`src/hw/errlog_pkg.sv`:
```
// constants for the secondary-bus error log and control word
// assumes a 32-bit apb slave at byte offset 0x154 on a 100 MHz clock
package errlog_pkg;

	localparam logic [11:0] MISC_ERR_LOG_OFFSET = 12'h154;
	localparam int          APB_ADDR_W          = 12;
	localparam int          APB_DATA_W          = 32;

	// field positions inside the word
	localparam int ADDR_LOW_PARITY_BIT   = 15;
	localparam int REQUEST_LOG_VALID_BIT = 14;
	localparam int REQUEST_LINE_LOG_LSB  = 11;
	localparam int REQUEST_LINE_LOG_W    = 3;
	localparam int DATA_LOG_VALID_BIT    = 9;
	localparam int DATA_WIDTH_BIT        = 8;
	localparam int BYTE_ENABLE_LOG_LSB   = 0;
	localparam int BYTE_ENABLE_LOG_W     = 8;
	localparam int CLEAR_BYTE_LANE       = 1;

	// bus widths of the secondary side
	localparam int BUS_DATA_W = 64;
	localparam int HALF_DATA_W = 32;

	// reset values, all fields start empty
	localparam logic                          ADDR_LOW_PARITY_RST   = 1'b0;
	localparam logic                          REQUEST_LOG_VALID_RST = 1'b0;
	localparam logic [REQUEST_LINE_LOG_W-1:0] REQUEST_LINE_LOG_RST  = 3'h0;
	localparam logic                          DATA_LOG_VALID_RST    = 1'b0;
	localparam logic                          DATA_WIDTH_RST        = 1'b0;
	localparam logic [BYTE_ENABLE_LOG_W-1:0]  BYTE_ENABLE_LOG_RST   = 8'h00;
	localparam logic [BUS_DATA_W-1:0]         DATA_LOG_RST          = 64'h0;
	localparam logic [APB_DATA_W-1:0]         READ_ZERO             = 32'h0;

	// secondary bus operating modes
	typedef enum logic [1:0]
	{
		mode_pci        = 2'h0,
		mode_pcix_mode1 = 2'h1,
		mode_pcix_mode2 = 2'h3
	} bus_mode_t;

	// apb slave states
	typedef enum logic [0:0]
	{
		apb_idle   = 1'b0,
		apb_answer = 1'b1
	} apb_state_t;

endpackage : errlog_pkg

```
`src/hw/errlog_reg_if.sv`:
```
// carrier between the apb port and the log core
// assumes both ends run on the same clock
interface errlog_reg_if;
	import errlog_pkg::*;

	logic [APB_DATA_W-1:0]   rd_data;
	logic                    wr_strobe;
	logic [APB_DATA_W-1:0]   wr_data;
	logic [APB_DATA_W/8-1:0] wr_strb;

	modport port
	(
		input  rd_data,
		output wr_strobe,
		output wr_data,
		output wr_strb
	);

	modport core
	(
		output rd_data,
		input  wr_strobe,
		input  wr_data,
		input  wr_strb
	);

endinterface : errlog_reg_if

```
`src/hw/errlog_apb_port.sv`:
```
// apb slave for the single log word: decode, handshake, read capture
// assumes one apb master on clk; answers one cycle into the access phase
module errlog_apb_port
	import errlog_pkg::*;
(
	input  wire logic                    clk,
	input  wire logic                    resetn,
	input  wire logic [APB_ADDR_W-1:0]   paddr,
	input  wire logic                    psel,
	input  wire logic                    penable,
	input  wire logic                    pwrite,
	input  wire logic [APB_DATA_W-1:0]   pwdata,
	input  wire logic [APB_DATA_W/8-1:0] pstrb,
	output logic      [APB_DATA_W-1:0]   prdata,
	output logic                         pready,
	output logic                         pslverr,
	errlog_reg_if.port                   regs
);

	apb_state_t state;
	logic       hit;

	wire setup_phase = psel & ~penable;
	wire addr_hit    = (paddr == MISC_ERR_LOG_OFFSET);
	wire finish      = (state == apb_answer) & psel & penable;

	// write lands on the very edge where pready is sampled high
	assign regs.wr_strobe = finish & pwrite & hit;
	assign regs.wr_data   = pwdata;
	assign regs.wr_strb   = pstrb;

	always_ff @(posedge clk or negedge resetn)
	begin
		if (!resetn)
		begin
			state   <= apb_idle;
			hit     <= 1'b0;
			pready  <= 1'b0;
			pslverr <= 1'b0;
			prdata  <= READ_ZERO;
		end
		else
		begin
			case (state)
				apb_idle:
				begin
					if (setup_phase)
					begin
						state   <= apb_answer;
						hit     <= addr_hit;
						pready  <= 1'b1;
						pslverr <= ~addr_hit;
						prdata  <= (addr_hit && !pwrite) ? regs.rd_data : READ_ZERO;
					end
				end
				apb_answer:
				begin
					if (finish)
					begin
						state   <= apb_idle;
						pready  <= 1'b0;
						pslverr <= 1'b0;
						prdata  <= READ_ZERO;
					end
				end
				default:
				begin
					state  <= apb_idle;
					pready <= 1'b0;
				end
			endcase
		end
	end

endmodule : errlog_apb_port

```
`src/hw/pcix_error_log_low.sv`:
```
// low half of the secondary-bus error log and control word
// assumes secondary-bus event inputs come from logic on clk (no sync)
// and resetn is the sticky reset, so logs survive an ordinary bus reset
//
// Contract
// - requests/PCI: log parity of first address phase
// - completions: log parity of attribute clock
// - log driven parity when driving, else sampled
// - parity bit meaningful only in PCI-X mode 1
// - parity bit loads only on address parity error
// - parity bit holds until status clear
// - request log valid set; software writes one
// - capture master request line on parity errors
// - capture also on nonzero ecc error phase
// - request log frozen until valid cleared
// - request rearm depends only on own valid
// - data log valid set on each data capture
// - writing one to data valid rearms capture
// - width bit set for 64-bit logged data
// - target data errors log eight byte enables
// - byte enables undefined while data valid clear
// - 32-bit transfers log only low data half
module pcix_error_log_low
	import errlog_pkg::*;
#(
	parameter int REQ_LINE_W = REQUEST_LINE_LOG_W,
	parameter int BE_W       = BYTE_ENABLE_LOG_W
)
(
	input  wire logic                    clk,
	input  wire logic                    resetn,
	// apb register port
	input  wire logic [APB_ADDR_W-1:0]   paddr,
	input  wire logic                    psel,
	input  wire logic                    penable,
	input  wire logic                    pwrite,
	input  wire logic [APB_DATA_W-1:0]   pwdata,
	input  wire logic [APB_DATA_W/8-1:0] pstrb,
	output logic      [APB_DATA_W-1:0]   prdata,
	output logic                         pready,
	output logic                         pslverr,
	// secondary bus operating mode
	input  wire logic [1:0]              bus_mode,
	// address / attribute parity error report
	input  wire logic                    addr_par_err,
	input  wire logic                    is_pcix_completion,
	input  wire logic                    bridge_driving,
	input  wire logic                    low_phase_par_driven,
	input  wire logic                    low_phase_par_sampled,
	input  wire logic                    attr_clk_par_driven,
	input  wire logic                    attr_clk_par_sampled,
	input  wire logic                    unc_status_clear,
	// request-line capture sources
	input  wire logic                    bus_parity_err,
	input  wire logic                    ecc_phase_nonzero,
	input  wire logic [REQ_LINE_W-1:0]   master_req_line,
	// target data error report
	input  wire logic                    target_data_err,
	input  wire logic                    data_is_64,
	input  wire logic [BUS_DATA_W-1:0]   bus_data,
	input  wire logic [BE_W-1:0]         bus_byte_en,
	// log contents
	output logic                         address_low_parity,
	output logic                         request_log_valid,
	output logic      [REQ_LINE_W-1:0]   request_line_log,
	output logic                         data_log_valid,
	output logic                         logged_data_width,
	output logic      [BE_W-1:0]         byte_enable_log,
	output logic                         data_log_load,
	output logic      [BUS_DATA_W-1:0]   data_log_value
);

	// field layout is fixed by the register word
	if (REQ_LINE_W != REQUEST_LINE_LOG_W)
	begin : g_bad_req_w
		$error("request line width must match the log field");
	end
	if (BE_W != BYTE_ENABLE_LOG_W)
	begin : g_bad_be_w
		$error("byte enable width must match the log field");
	end

	errlog_reg_if regs ();

	errlog_apb_port u_port
	(
		.clk     (clk),
		.resetn  (resetn),
		.paddr   (paddr),
		.psel    (psel),
		.penable (penable),
		.pwrite  (pwrite),
		.pwdata  (pwdata),
		.pstrb   (pstrb),
		.prdata  (prdata),
		.pready  (pready),
		.pslverr (pslverr),
		.regs    (regs.port)
	);

	function automatic logic w1c_hit(input logic [APB_DATA_W-1:0] data,
		input logic [APB_DATA_W/8-1:0] strb, input int bit_pos);
		w1c_hit = strb[bit_pos / 8] & data[bit_pos];
	endfunction : w1c_hit

	// software clear strobes: a written zero or a masked lane does nothing
	wire clear_request_valid = regs.wr_strobe
		& w1c_hit(regs.wr_data, regs.wr_strb, REQUEST_LOG_VALID_BIT);
	wire clear_data_valid = regs.wr_strobe
		& w1c_hit(regs.wr_data, regs.wr_strb, DATA_LOG_VALID_BIT);

	// address-low parity
	logic addr_par_held;

	wire in_mode1 = (bus_mode == mode_pcix_mode1);

	// drive side records what went out, receive side what came in
	wire first_phase_par = bridge_driving ? low_phase_par_driven
		: low_phase_par_sampled;
	wire attr_clock_par = bridge_driving ? attr_clk_par_driven
		: attr_clk_par_sampled;

	// completions log the requester attribute clock instead
	wire selected_par = is_pcix_completion ? attr_clock_par
		: first_phase_par;

	// outside mode 1 the bit carries no meaning; zero keeps it quiet
	wire logged_par = in_mode1 & selected_par;

	// a clear in the same cycle as a new error lets the error in
	wire addr_par_arm  = ~addr_par_held | unc_status_clear;
	wire addr_par_load = addr_par_err & addr_par_arm;

	wire next_addr_par_held = addr_par_load | (addr_par_held & ~unc_status_clear);
	wire next_address_low_parity = addr_par_load ? logged_par
		: (unc_status_clear ? ADDR_LOW_PARITY_RST : address_low_parity);

	always_ff @(posedge clk or negedge resetn)
	begin
		if (!resetn)
		begin
			addr_par_held      <= 1'b0;
			address_low_parity <= ADDR_LOW_PARITY_RST;
		end
		else
		begin
			addr_par_held      <= next_addr_par_held;
			address_low_parity <= next_address_low_parity;
		end
	end

	// request-line log
	wire request_source = bus_parity_err | ecc_phase_nonzero;

	// only the own valid bit gates rearm; other status registers are not looked at
	wire request_arm = ~request_log_valid | clear_request_valid;
	wire request_capture = request_source & request_arm;

	// set wins over a clear in the same cycle
	wire next_request_log_valid = request_capture
		| (request_log_valid & ~clear_request_valid);
	wire [REQ_LINE_W-1:0] next_request_line_log = request_capture ? master_req_line
		: request_line_log;

	always_ff @(posedge clk or negedge resetn)
	begin
		if (!resetn)
		begin
			request_log_valid <= REQUEST_LOG_VALID_RST;
			request_line_log  <= REQUEST_LINE_LOG_RST;
		end
		else
		begin
			request_log_valid <= next_request_log_valid;
			request_line_log  <= next_request_line_log;
		end
	end

	// data log, byte enables and width
	wire data_arm     = ~data_log_valid | clear_data_valid;
	wire data_capture = target_data_err & data_arm;

	wire next_data_log_valid = data_capture
		| (data_log_valid & ~clear_data_valid);

	// upper half forced to zero so stale bits never look like a capture
	wire [BUS_DATA_W-1:0] captured_data = data_is_64 ? bus_data
		: {{(BUS_DATA_W-HALF_DATA_W){1'b0}}, bus_data[HALF_DATA_W-1:0]};

	wire [BUS_DATA_W-1:0] next_data_log_value = data_capture ? captured_data
		: data_log_value;
	wire next_logged_data_width = data_capture ? data_is_64
		: logged_data_width;
	wire [BE_W-1:0] next_byte_enable_log = data_capture ? bus_byte_en
		: byte_enable_log;

	always_ff @(posedge clk or negedge resetn)
	begin
		if (!resetn)
		begin
			data_log_valid    <= DATA_LOG_VALID_RST;
			logged_data_width <= DATA_WIDTH_RST;
			byte_enable_log   <= BYTE_ENABLE_LOG_RST;
			data_log_value    <= DATA_LOG_RST;
			data_log_load     <= 1'b0;
		end
		else
		begin
			data_log_valid    <= next_data_log_valid;
			logged_data_width <= next_logged_data_width;
			byte_enable_log   <= next_byte_enable_log;
			data_log_value    <= next_data_log_value;
			data_log_load     <= data_capture;
		end
	end

	// read view; reserved bit 10 and everything above 15 read as zero
	always_comb
	begin
		regs.rd_data = READ_ZERO;
		regs.rd_data[ADDR_LOW_PARITY_BIT] = address_low_parity;
		regs.rd_data[REQUEST_LOG_VALID_BIT] = request_log_valid;
		regs.rd_data[REQUEST_LINE_LOG_LSB +: REQUEST_LINE_LOG_W] = request_line_log;
		regs.rd_data[DATA_LOG_VALID_BIT] = data_log_valid;
		regs.rd_data[DATA_WIDTH_BIT] = logged_data_width;
		regs.rd_data[BYTE_ENABLE_LOG_LSB +: BYTE_ENABLE_LOG_W] = byte_enable_log;
	end

endmodule : pcix_error_log_low

```
`config.mk`:
```
export PLATFORM = sky130hd
export DESIGN_NAME = pcix_error_log_low
export DESIGN_NICKNAME = d
export VERILOG_FILES = /design/src/hw/errlog_pkg.sv /design/src/hw/errlog_reg_if.sv /design/src/hw/errlog_apb_port.sv /design/src/hw/pcix_error_log_low.sv
export SDC_FILE = /design/constraint.sdc
export NUM_CORES = 1
export LEC_CHECK = 0
export ABC_AREA = 0
export CORE_ASPECT_RATIO = 1.25
export CORE_UTILIZATION = 32
export CTS_CLUSTER_SIZE = 10
export DETAILED_ROUTE_END_ITERATION = 16
export DONT_BUFFER_PORTS = 1
export HOLD_SLACK_MARGIN = 0.08
export MAX_ROUTING_LAYER = met4
export SYNTH_ARGS = -nofsm -noshare
export SYNTH_HDL_FRONTEND = slang
export SYNTH_HIERARCHICAL = 1
export SYNTH_SLANG_ARGS = --single-unit
```
`constraint.sdc`:
```
create_clock -name clk -period 3.1 [get_ports clk]
set_clock_uncertainty 0.15 [all_clocks]
set_input_delay 0.155 -clock clk [delete_from_list [all_inputs] [get_ports clk]]
set_output_delay 0.155 -clock clk [all_outputs]
set_load 0.03 [all_outputs]
```
==> results of run 1 <==
worst max-delay path: cells and delay by family:
| family | cells | cell delay (ns) |
|---|---|---|
| buf+inv | 3 | 1.67 |
| simple gates | 2 | 0.76 |
| compound gates | 1 | 0.09 |
sequential cells by signal (all words and copies together), names as in the netlist, named ones only:
signal and flops:
logged_data_width 1, u_port/pready 1, data_log_valid 1, addr_par_held 1
u_port/prdata 32, request_log_valid 1, data_log_load 1, data_log_value 64
u_port/pslverr 1, byte_enable_log 8, u_port/hit 1, request_line_log 3
address_low_parity 1
cell type report:
class | count | area, sq um | area share, %
multi-input cells | 193 | 1570 | 24.1
inverters | 34 | 128 | 1.96
clock buffers | 22 | 454 | 6.96
well taps | 178 | 223 | 3.42
repair buffers | 102 | 1040 | 15.9
clock inverters | 10 | 178 | 2.72
flip-flops and latches | 117 | 2930 | 44.9
power by group through the flow:
stage               registers, mW  logic (mW)  clock network (mW)
finish                       2.01       0.295                2.10
global route                 2.02       0.332                2.22
CTS                          2.01       0.299                2.15
detailed placement           2.03       0.155                   0
global placement             2.03       0.144                   0
floorplan                    2.00       0.136                   0
cells in the final DEF, fill, tap and decap left out, types with 2 or more instances in the layout:
cell and instances:
dfrtp_1 117, dlygate4sd3_1 96, nand2_1 38, inv_1 34, mux2i_1 34, mux2_1 27
a22o_2 22, mux2_2 18, clkbuf_16 17, conb_1 17, a22o_1 10, bufinv_16 5
nand2b_1 4, a21oi_1 4, clkbuf_1 4, clkinv_2 4, buf_4 4, nand3_1 3
nor2_1 2, or4bb_1 2
routing by layer:
metal	vias up	track usage [%]	routed length [microns]
met2	148	24.9	5750
li1	1402	-	-
met3	19	5.55	838
met5	-	-	0
met1	1507	15.7	4210
met4	0	6.96	216
through the flow:
stage,instance area (sq um),std cells
2_1_floorplan,4790,365
3_3_place_gp,4900,527
3_5_place_dp,4900,527
4_1_cts,6520,656
5_1_grt,6520,656
6_report,6520,656
final timing paths:
check                      startpoint                   to  slack [ns]  depth (start not counted)
max                          paddr[0]       u_port/pslverr        0.56                          6
min                          pstrb[1]        data_log_load        0.12                          3
max reg2reg                  register  request_line_log[0]        0.75                          6
min reg2reg                u_port/hit           u_port/hit        0.36                          1
max in group asynchronous      resetn   data_log_value[56]        2.14                          2
min in group asynchronous      resetn   data_log_value[21]        0.22                          2
==> flow_metrics.tcl, run 1 <==
set metrics [dict create \
    drive_above_1_share_pct 16.1 \
    drv_slew 0 \
    clkLatencyLatePin_ns 0.40 \
    switching_share_pct 26.0 \
    syn_area_sq_um 4730 \
    totalWireLength_mm 11.0 \
    rsz0062_at_grt "no" \
    drt_pass1_iterations 4 \
    hold_buffers 97 \
    rows 49 \
    cpMostUsedCell "dlygate4sd3_1" \
    die_w_microns 111 \
    grt_max_degree 118 \
    final_nets 607 \
    place.gp.congestion 0.713 \
    postCtsSetupBuffers 0 \
    clk_path_buf_depth 2 \
    start_kind "input port" \
    vias 3076 \
    die-height_microns 138 \
    clkTransAtPathRegs_ns 0.06 \
    tns_ns 0 \
    maxSlewHeadroom_pct 20.7 \
    peakVddDrop_mv 0.363 \
    drv_cap 0 \
    dp_hpwl_mm 6.95 \
    critPathMaxFanout 2 \
    htree_levels 4 \
    synth_cells 349 \
    ant_nets 0 \
    endpoint_kind "register" \
    critPathKind "in2reg" \
    crit_arrival_ns 2.68 \
    power.switching_mw 1.14 \
    final_core_util_pct 45.3 \
    antenna_cells 0 \
    crit_slowest_cell "dlygate4sd3_1" \
    clock.fmax_mhz 393 \
    worst_pin_slew_ns 1.18 \
    pre_cts_slack_ns 0.937 \
    cts-resized-gates 0 \
    cp.required_ns 3.24 \
    grt_pass1_vias 3298 \
    gr-total-overflow 0 \
    die-area_sq_um 15300 \
    io_pins 256 \
    numCtsBuffers 17 \
    antenna_found_initial 0 \
    min_period_ns 2.54 \
    p_leak_nw 2.99 \
    seqPwrFrac_pct 45.6 \
    clock_sinks 117 \
    wl_per_cell_microns 16.8 \
    p_int_mw 3.26 \
    power_density_nw_per_um2 675 \
    post_drt_via_cell_ratio 4.69 \
    setup_slack_ns 0.557 \
    min_path_type "in2reg" \
    status "finished clean" \
    slowest_delay_ns 0.58 \
    initial_core_util_pct 32.9 \
    fillers 1298 \
    port_buffers 0 \
    combPwrFrac_pct 6.7 \
    drt_iter0_drc 103 \
    hold_viol_final 0 \
    p_clk_share_pct 47.8 \
    avgSynthCellArea_sq_um 13.6 \
    grt_pass1_wl_mm 16.8 \
    drc 0 \
    finalPower_mw 4.40 \
    syn_to_final_growth_pct 37.8 \
    core_region_area_sq_um 14400 \
    fin_hold_ws_ns 0.119 \
    fin_crit_sh_pct 82.0 \
    finalSetupViolCount 0 \
    cts_tree "built" \
    cts_root_buf "clkbuf_16" \
    crit_chain "dlygate4sd3_1 -> or4_4 -> dlygate4sd3_1 -> nor3_1 -> o2bb2ai_1 -> dlygate4sd3_1" \
    grt_util_all_layers_pct 14.9 \
    yosys_warnings 6 \
]
Note: power is estimated with default switching activity, not from simulation.
==> run 2, diff against run 1 <==
--- a/config.mk
+++ b/config.mk
@@ -5,7 +5,7 @@
 export SDC_FILE = /design/constraint.sdc
 export NUM_CORES = 1
 export LEC_CHECK = 0
-export ABC_AREA = 0
+export ABC_AREA = 1
 export CORE_ASPECT_RATIO = 1.25
 export CORE_UTILIZATION = 32
 export CTS_CLUSTER_SIZE = 10
==> constraint.sdc (replaced) <==
create_clock -name clk -period 2.48 [get_ports clk]
set_clock_uncertainty 0.15 [all_clocks]
set_input_delay 0.124 -clock clk [delete_from_list [all_inputs] [get_ports clk]]
set_output_delay 0.124 -clock clk [all_outputs]
set_load 0.03 [all_outputs]
==> flow_metrics.tcl, run 2 <==
set metrics [dict create \
    cts_root_buf "clkbuf_16" \
    synth_cells 678 \
    grt_pass1_wl_mm 24.8 \
    fin_hold_ws_ns -0.733 \
    fillers 1556 \
    hold_viol_final 117 \
    multiInputGateArea_sq_um 1940 \
    grt_pass1_vias 4978 \
    status "complete, but fails checks" \
    violations "hold timing" \
    switching_share_pct 33.7 \
    drv_cap 0 \
    min_period_ns 2.42 \
    die-area_sq_um 17500 \
    syn_area_sq_um 5440 \
    timing.critical_path.from "paddr[3]" \
    grt_max_degree 118 \
    final_nets 959 \
    ant_nets 0 \
    syn_to_final_growth_pct 38.8 \
    io_pins 256 \
    port_buffers 0 \
    avgSynthCellArea_sq_um 8.02 \
    placed_cell_area_sq_um 5510 \
    design_area_sq_um 7550 \
    cp.required_ns 2.67 \
    min_path_type "in2async" \
    crit_arrival_ns 2.60 \
    p_clk_share_pct 40.0 \
    antenna_cells 0 \
    die-height_microns 148 \
    clock.fmax_mhz 414 \
    drc 0 \
    most-common-layout-cells "nand2_1 (275), dlygate4sd3_1 (137), dfrtp_1 (117)" \
    r2r_cells 8 \
    final_core_util_pct 46.0 \
    rows 52 \
    finalSetupViolCount 0 \
    dp_hpwl_mm 8.73 \
    maxSlewHeadroom_pct 21.8 \
    initial_core_util_pct 33.2 \
    drv_slew 0 \
    top_regs "data_log_value (64), u_port/prdata (32), byte_enable_log (8)" \
    power_density_nw_per_um2 827 \
    finalPower_mw 6.24 \
    htree_levels 4 \
    start_kind "input port" \
    antenna_found_initial 0 \
    totalWireLength_mm 15.4 \
    hold_buffers 139 \
    wl_per_cell_microns 14.7 \
    worst_pin_slew_ns 1.17 \
    ff_latch_area_sq_um 2930 \
    gr-total-overflow 0 \
    grt_util_all_layers_pct 18.6 \
    layout_commonest_cell "nand2_1" \
    place.gp.congestion 0.740 \
    drt_iter0_drc 385 \
    p_leak_nw 3.96 \
    regMostFlops "data_log_value" \
    p_int_mw 4.14 \
    r2r_end "data_log_value[6]" \
    numCtsBuffers 17 \
    drive_above_1_share_pct 5.92 \
    seqPwrFrac_pct 50.6 \
    regToRegSetupSlack_ns 0.10 \
    critPathMaxFanout 8 \
    post_drt_via_cell_ratio 4.67 \
    core_region_area_sq_um 16400 \
    die_w_microns 119 \
    critPathKind "in2reg" \
    largest_register_ff_count 64 \
    clk_path_buf_depth 2 \
    vias 4878 \
    yosys_warnings 6 \
    clock_sinks 117 \
    combPwrFrac_pct 9.4 \
    power.switching_mw 2.10 \
    postCtsSetupBuffers 0 \
    endpoint_kind "register" \
    rsz0062_at_grt "no" \
    clkTransAtPathRegs_ns 0.05 \
    tns_ns 0 \
    fin_crit_sh_pct 97.4 \
    cts_tree "built" \
    drt_pass1_iterations 5 \
    clkLatencyLatePin_ns 0.40 \
    peakVddDrop_mv 0.403 \
]
run 2: cell types whose count changed in the layout (fill, tap and decap cells not counted), sizes merged, moves of 4 or more:
cell	previous run	this run
inv	34	80
nand2b	4	0
mux2	45	0
nor2	2	37
a22o	32	0
dlygate4sd3	96	137
nand4	0	32
mux2i	34	0
nand3	3	83
buf	6	12
a21oi	4	0
nand2	38	276
run 2: how the worst max path moves through the flow:
stage | to | cells after the start
final | u_port/prdata[13] | 7
after global routing | data_log_value[24] | 8
after CTS | data_log_value[13] | 9
after detailed placement | data_log_value[53] | 8
after global placement | data_log_value[34] | 7
after floorplan | byte_enable_log[0] | 9
run 2: critical path, stage by stage:
cell and delay [ns]:
dlygate4sd3_1 0.58, nor3_4 0.29, dlygate4sd3_1 0.67, buf_4 0.19, nand4_1 0.10, dlygate4sd3_1 0.59
nand2_1 0.06
run 2: power groups by stage:
stage	clock network (mW)	registers, mW	logic [mW]
floorplan	0	3.07	0.385
global placement	0	3.19	0.385
detailed placement	0	3.18	0.411
CTS	2.56	3.16	0.573
global route	2.65	3.19	0.689
finish	2.50	3.16	0.589
run 2: final cells by class:
cell class	count	share of cell area (%)
clock buffer	21	6.23
tap	216	3.58
inverter	80	3.98
multi-input combinational	451	25.8
sequential	117	38.8
timing repair buffer	150	20.0
clock inverter	9	1.69
run 2: layer usage:
| metal | track usage, % | up-vias | share of wire, % |
|---|---|---|---|
| li1 | - | 2350 | - |
| met2 | 30.6 | 205 | 49 |
| met4 | 7.09 | 0 | 2.2 |
| met3 | 5.71 | 24 | 6.7 |
| met5 | - | - | 0 |
| met1 | 21.3 | 2299 | 42 |
run 2: timing repair:
| item | in CTS | in global routing |
|---|---|---|
| endpoints found under the setup margin | 0 | 34 |
| hold endpoints to repair | 217 | 117 |
| gates resized for setup | 0 | 8 |
run 2: stage by stage:
step                hold WS, ns  instances  setup WS, ns
CTS                      -0.756       1044        0.0294
global route             -0.765       1044       0.00127
finish                   -0.733       1044        0.0647
floorplan                -0.322        694         0.918
detailed placement       -0.319        875         0.529
global placement         -0.319        875         0.545
==> run 3, diff against run 2 <==
--- a/config.mk
+++ b/config.mk
@@ -6,13 +6,17 @@
 export NUM_CORES = 1
 export LEC_CHECK = 0
 export ABC_AREA = 1
+export CELL_PAD_IN_SITES_DETAIL_PLACEMENT = 1
+export CELL_PAD_IN_SITES_GLOBAL_PLACEMENT = 2
 export CORE_ASPECT_RATIO = 1.25
+export CORE_MARGIN = 2
 export CORE_UTILIZATION = 32
 export CTS_CLUSTER_SIZE = 10
 export DETAILED_ROUTE_END_ITERATION = 16
 export DONT_BUFFER_PORTS = 1
 export HOLD_SLACK_MARGIN = 0.08
 export MAX_ROUTING_LAYER = met4
+export PLACE_DENSITY_LB_ADDON = 0.1
 export SYNTH_ARGS = -nofsm -noshare
 export SYNTH_HDL_FRONTEND = slang
 export SYNTH_HIERARCHICAL = 1
==> flow_metrics.tcl, run 3 (synthesis results as in run 2) <==
set metrics [dict create \
    status "complete, but fails checks" \
    violations "hold timing" \
    p_leak_nw 3.97 \
    die-area_sq_um 18100 \
    finalSetupViolCount 0 \
    drv_slew 0 \
    rsz0062_at_grt "no" \
    layout_commonest_cell "nand2_1" \
    dp.cells 876 \
    fin_hold_ws_ns -0.745 \
    drive_above_1_share_pct 5.14 \
    vias 4975 \
    final_nets 967 \
    fin_cells 1056 \
    hold_viol_final 117 \
    rows 53 \
    largest_register_ff_count 64 \
    clock.fmax_mhz 439 \
    antenna_cells 0 \
    multiInputGateArea_sq_um 1930 \
    wl_per_cell_microns 16.6 \
    endpoint_kind "register" \
    crit_chain "dlygate4sd3_1 -> nand3_1 -> nor3_2 -> nand2_1 -> o21ai_4 -> buf_6 -> nand3_1 -> dlygate4sd3_1 -> nand2_1" \
    start_kind "input port" \
    top_regs "data_log_value (64), u_port/prdata (32), byte_enable_log (8)" \
    cts_root_buf "clkbuf_16" \
    die_w_microns 121 \
    regMostFlops "data_log_value" \
    dp_hpwl_mm 9.88 \
    most-common-layout-cells "nand2_1 (275), dlygate4sd3_1 (148), dfrtp_1 (117)" \
    ff_latch_area_sq_um 2930 \
    core_region_area_sq_um 16700 \
    clkLatencyLatePin_ns 0.41 \
    clock_sinks 117 \
    power_density_nw_per_um2 807 \
    crit_slowest_cell "dlygate4sd3_1" \
    ant_nets 0 \
    design_area_sq_um 7580 \
    port_buffers 0 \
    syn_to_final_growth_pct 39.5 \
    grt_pass1_wl_mm 28.4 \
    cts_tree "built" \
    final_core_util_pct 45.4 \
    cp.required_ns 2.68 \
    die-height_microns 150 \
    grt_util_all_layers_pct 20.6 \
    finalPower_mw 6.12 \
    min_period_ns 2.28 \
    place.gp.congestion 0.760 \
    hold_buffers 150 \
    antenna_found_initial 0 \
    post_drt_via_cell_ratio 4.71 \
    critPathKind "in2reg" \
    worst_pin_slew_ns 0.753 \
    peakVddDrop_mv 0.411 \
    drt_iter0_drc 165 \
    initial_core_util_pct 32.5 \
    numCtsBuffers 17 \
    grt_pass1_vias 5506 \
    slowest_delay_ns 0.64 \
    io_pins 256 \
    grt_max_degree 118 \
    min_path_type "in2async" \
    clkTransAtPathRegs_ns 0.05 \
    fillers 1983 \
    drc 0 \
    totalWireLength_mm 17.6 \
    crit_arrival_ns 2.47 \
    maxSlewHeadroom_pct 49.8 \
    drt_pass1_iterations 5 \
    gr-total-overflow 0 \
    clk_path_buf_depth 2 \
    fin_crit_sh_pct 91.9 \
    placed_cell_area_sq_um 5490 \
    htree_levels 4 \
    tns_ns 0 \
    drv_cap 0 \
    critPathMaxFanout 21 \
]
[run 3: worst max-delay path, delay by kind of cell]
kind / cells / cell delay [ns]
AO/OA/AOI/OAI: 1 / 0.20
buffers and inverters: 3 / 1.46
AND/OR/NAND/NOR: 5 / 0.68
[run 3: power breakdown]
group | switching [mW] | total, mW | internal, mW
clock network | 0.836 | 2.33 | 1.49
logic | 0.337 | 0.631 | 0.294
registers | 0.938 | 3.16 | 2.22
[run 3: timing repair]
item / 4_1_cts / 5_1_grt
setup buffers: 0 / 0
gates resized for setup: 0 / 2
hold endpoints to repair: 216 / 117
setup endpoints to repair: 0 / 20
[run 3: through the flow]
step,setup slack [ns],hold WS [ns]
floorplan,0.918,-0.322
global placement,0.470,-0.319
detailed placement,0.377,-0.318
CTS,0.0965,-0.762
global route,0.0679,-0.764
finish,0.202,-0.745
[run 3: routing by layer]
layer / vias up / track usage, % / wire, microns
met5: - / - / 0
met4: 0 / 7.50 / 450
met3: 33 / 6.90 / 1260
met2: 167 / 35.6 / 9170
met1: 2417 / 22.0 / 6690
li1: 2358 / - / -
[run 3: layout make-up]
class / count / share of cell area, %
timing repair buffer: 158 / 21.0
clock buffer: 26 / 6.71
multi-input combinational: 451 / 25.5
tap: 220 / 3.63
clock inverter: 4 / 0.594
sequential: 117 / 38.6
inverter: 80 / 3.96
[run 3: worst paths after layout]
check | startpoint | endpoint | slack, ns | depth (start not counted)
hold reg to reg | u_port/hit | u_port/hit | 0.47 | 3
setup reg to reg | register | data_log_value[46] | 0.24 | 8
setup / recovery | psel | data_log_value[46] | 0.20 | 9
min in group clk | paddr[9] | u_port/prdata[3] | 0.13 | 6
max in group asynchronous | resetn | data_log_value[2] | 2.76 | 0
hold / removal | resetn | data_log_value[27] | -0.74 | 0
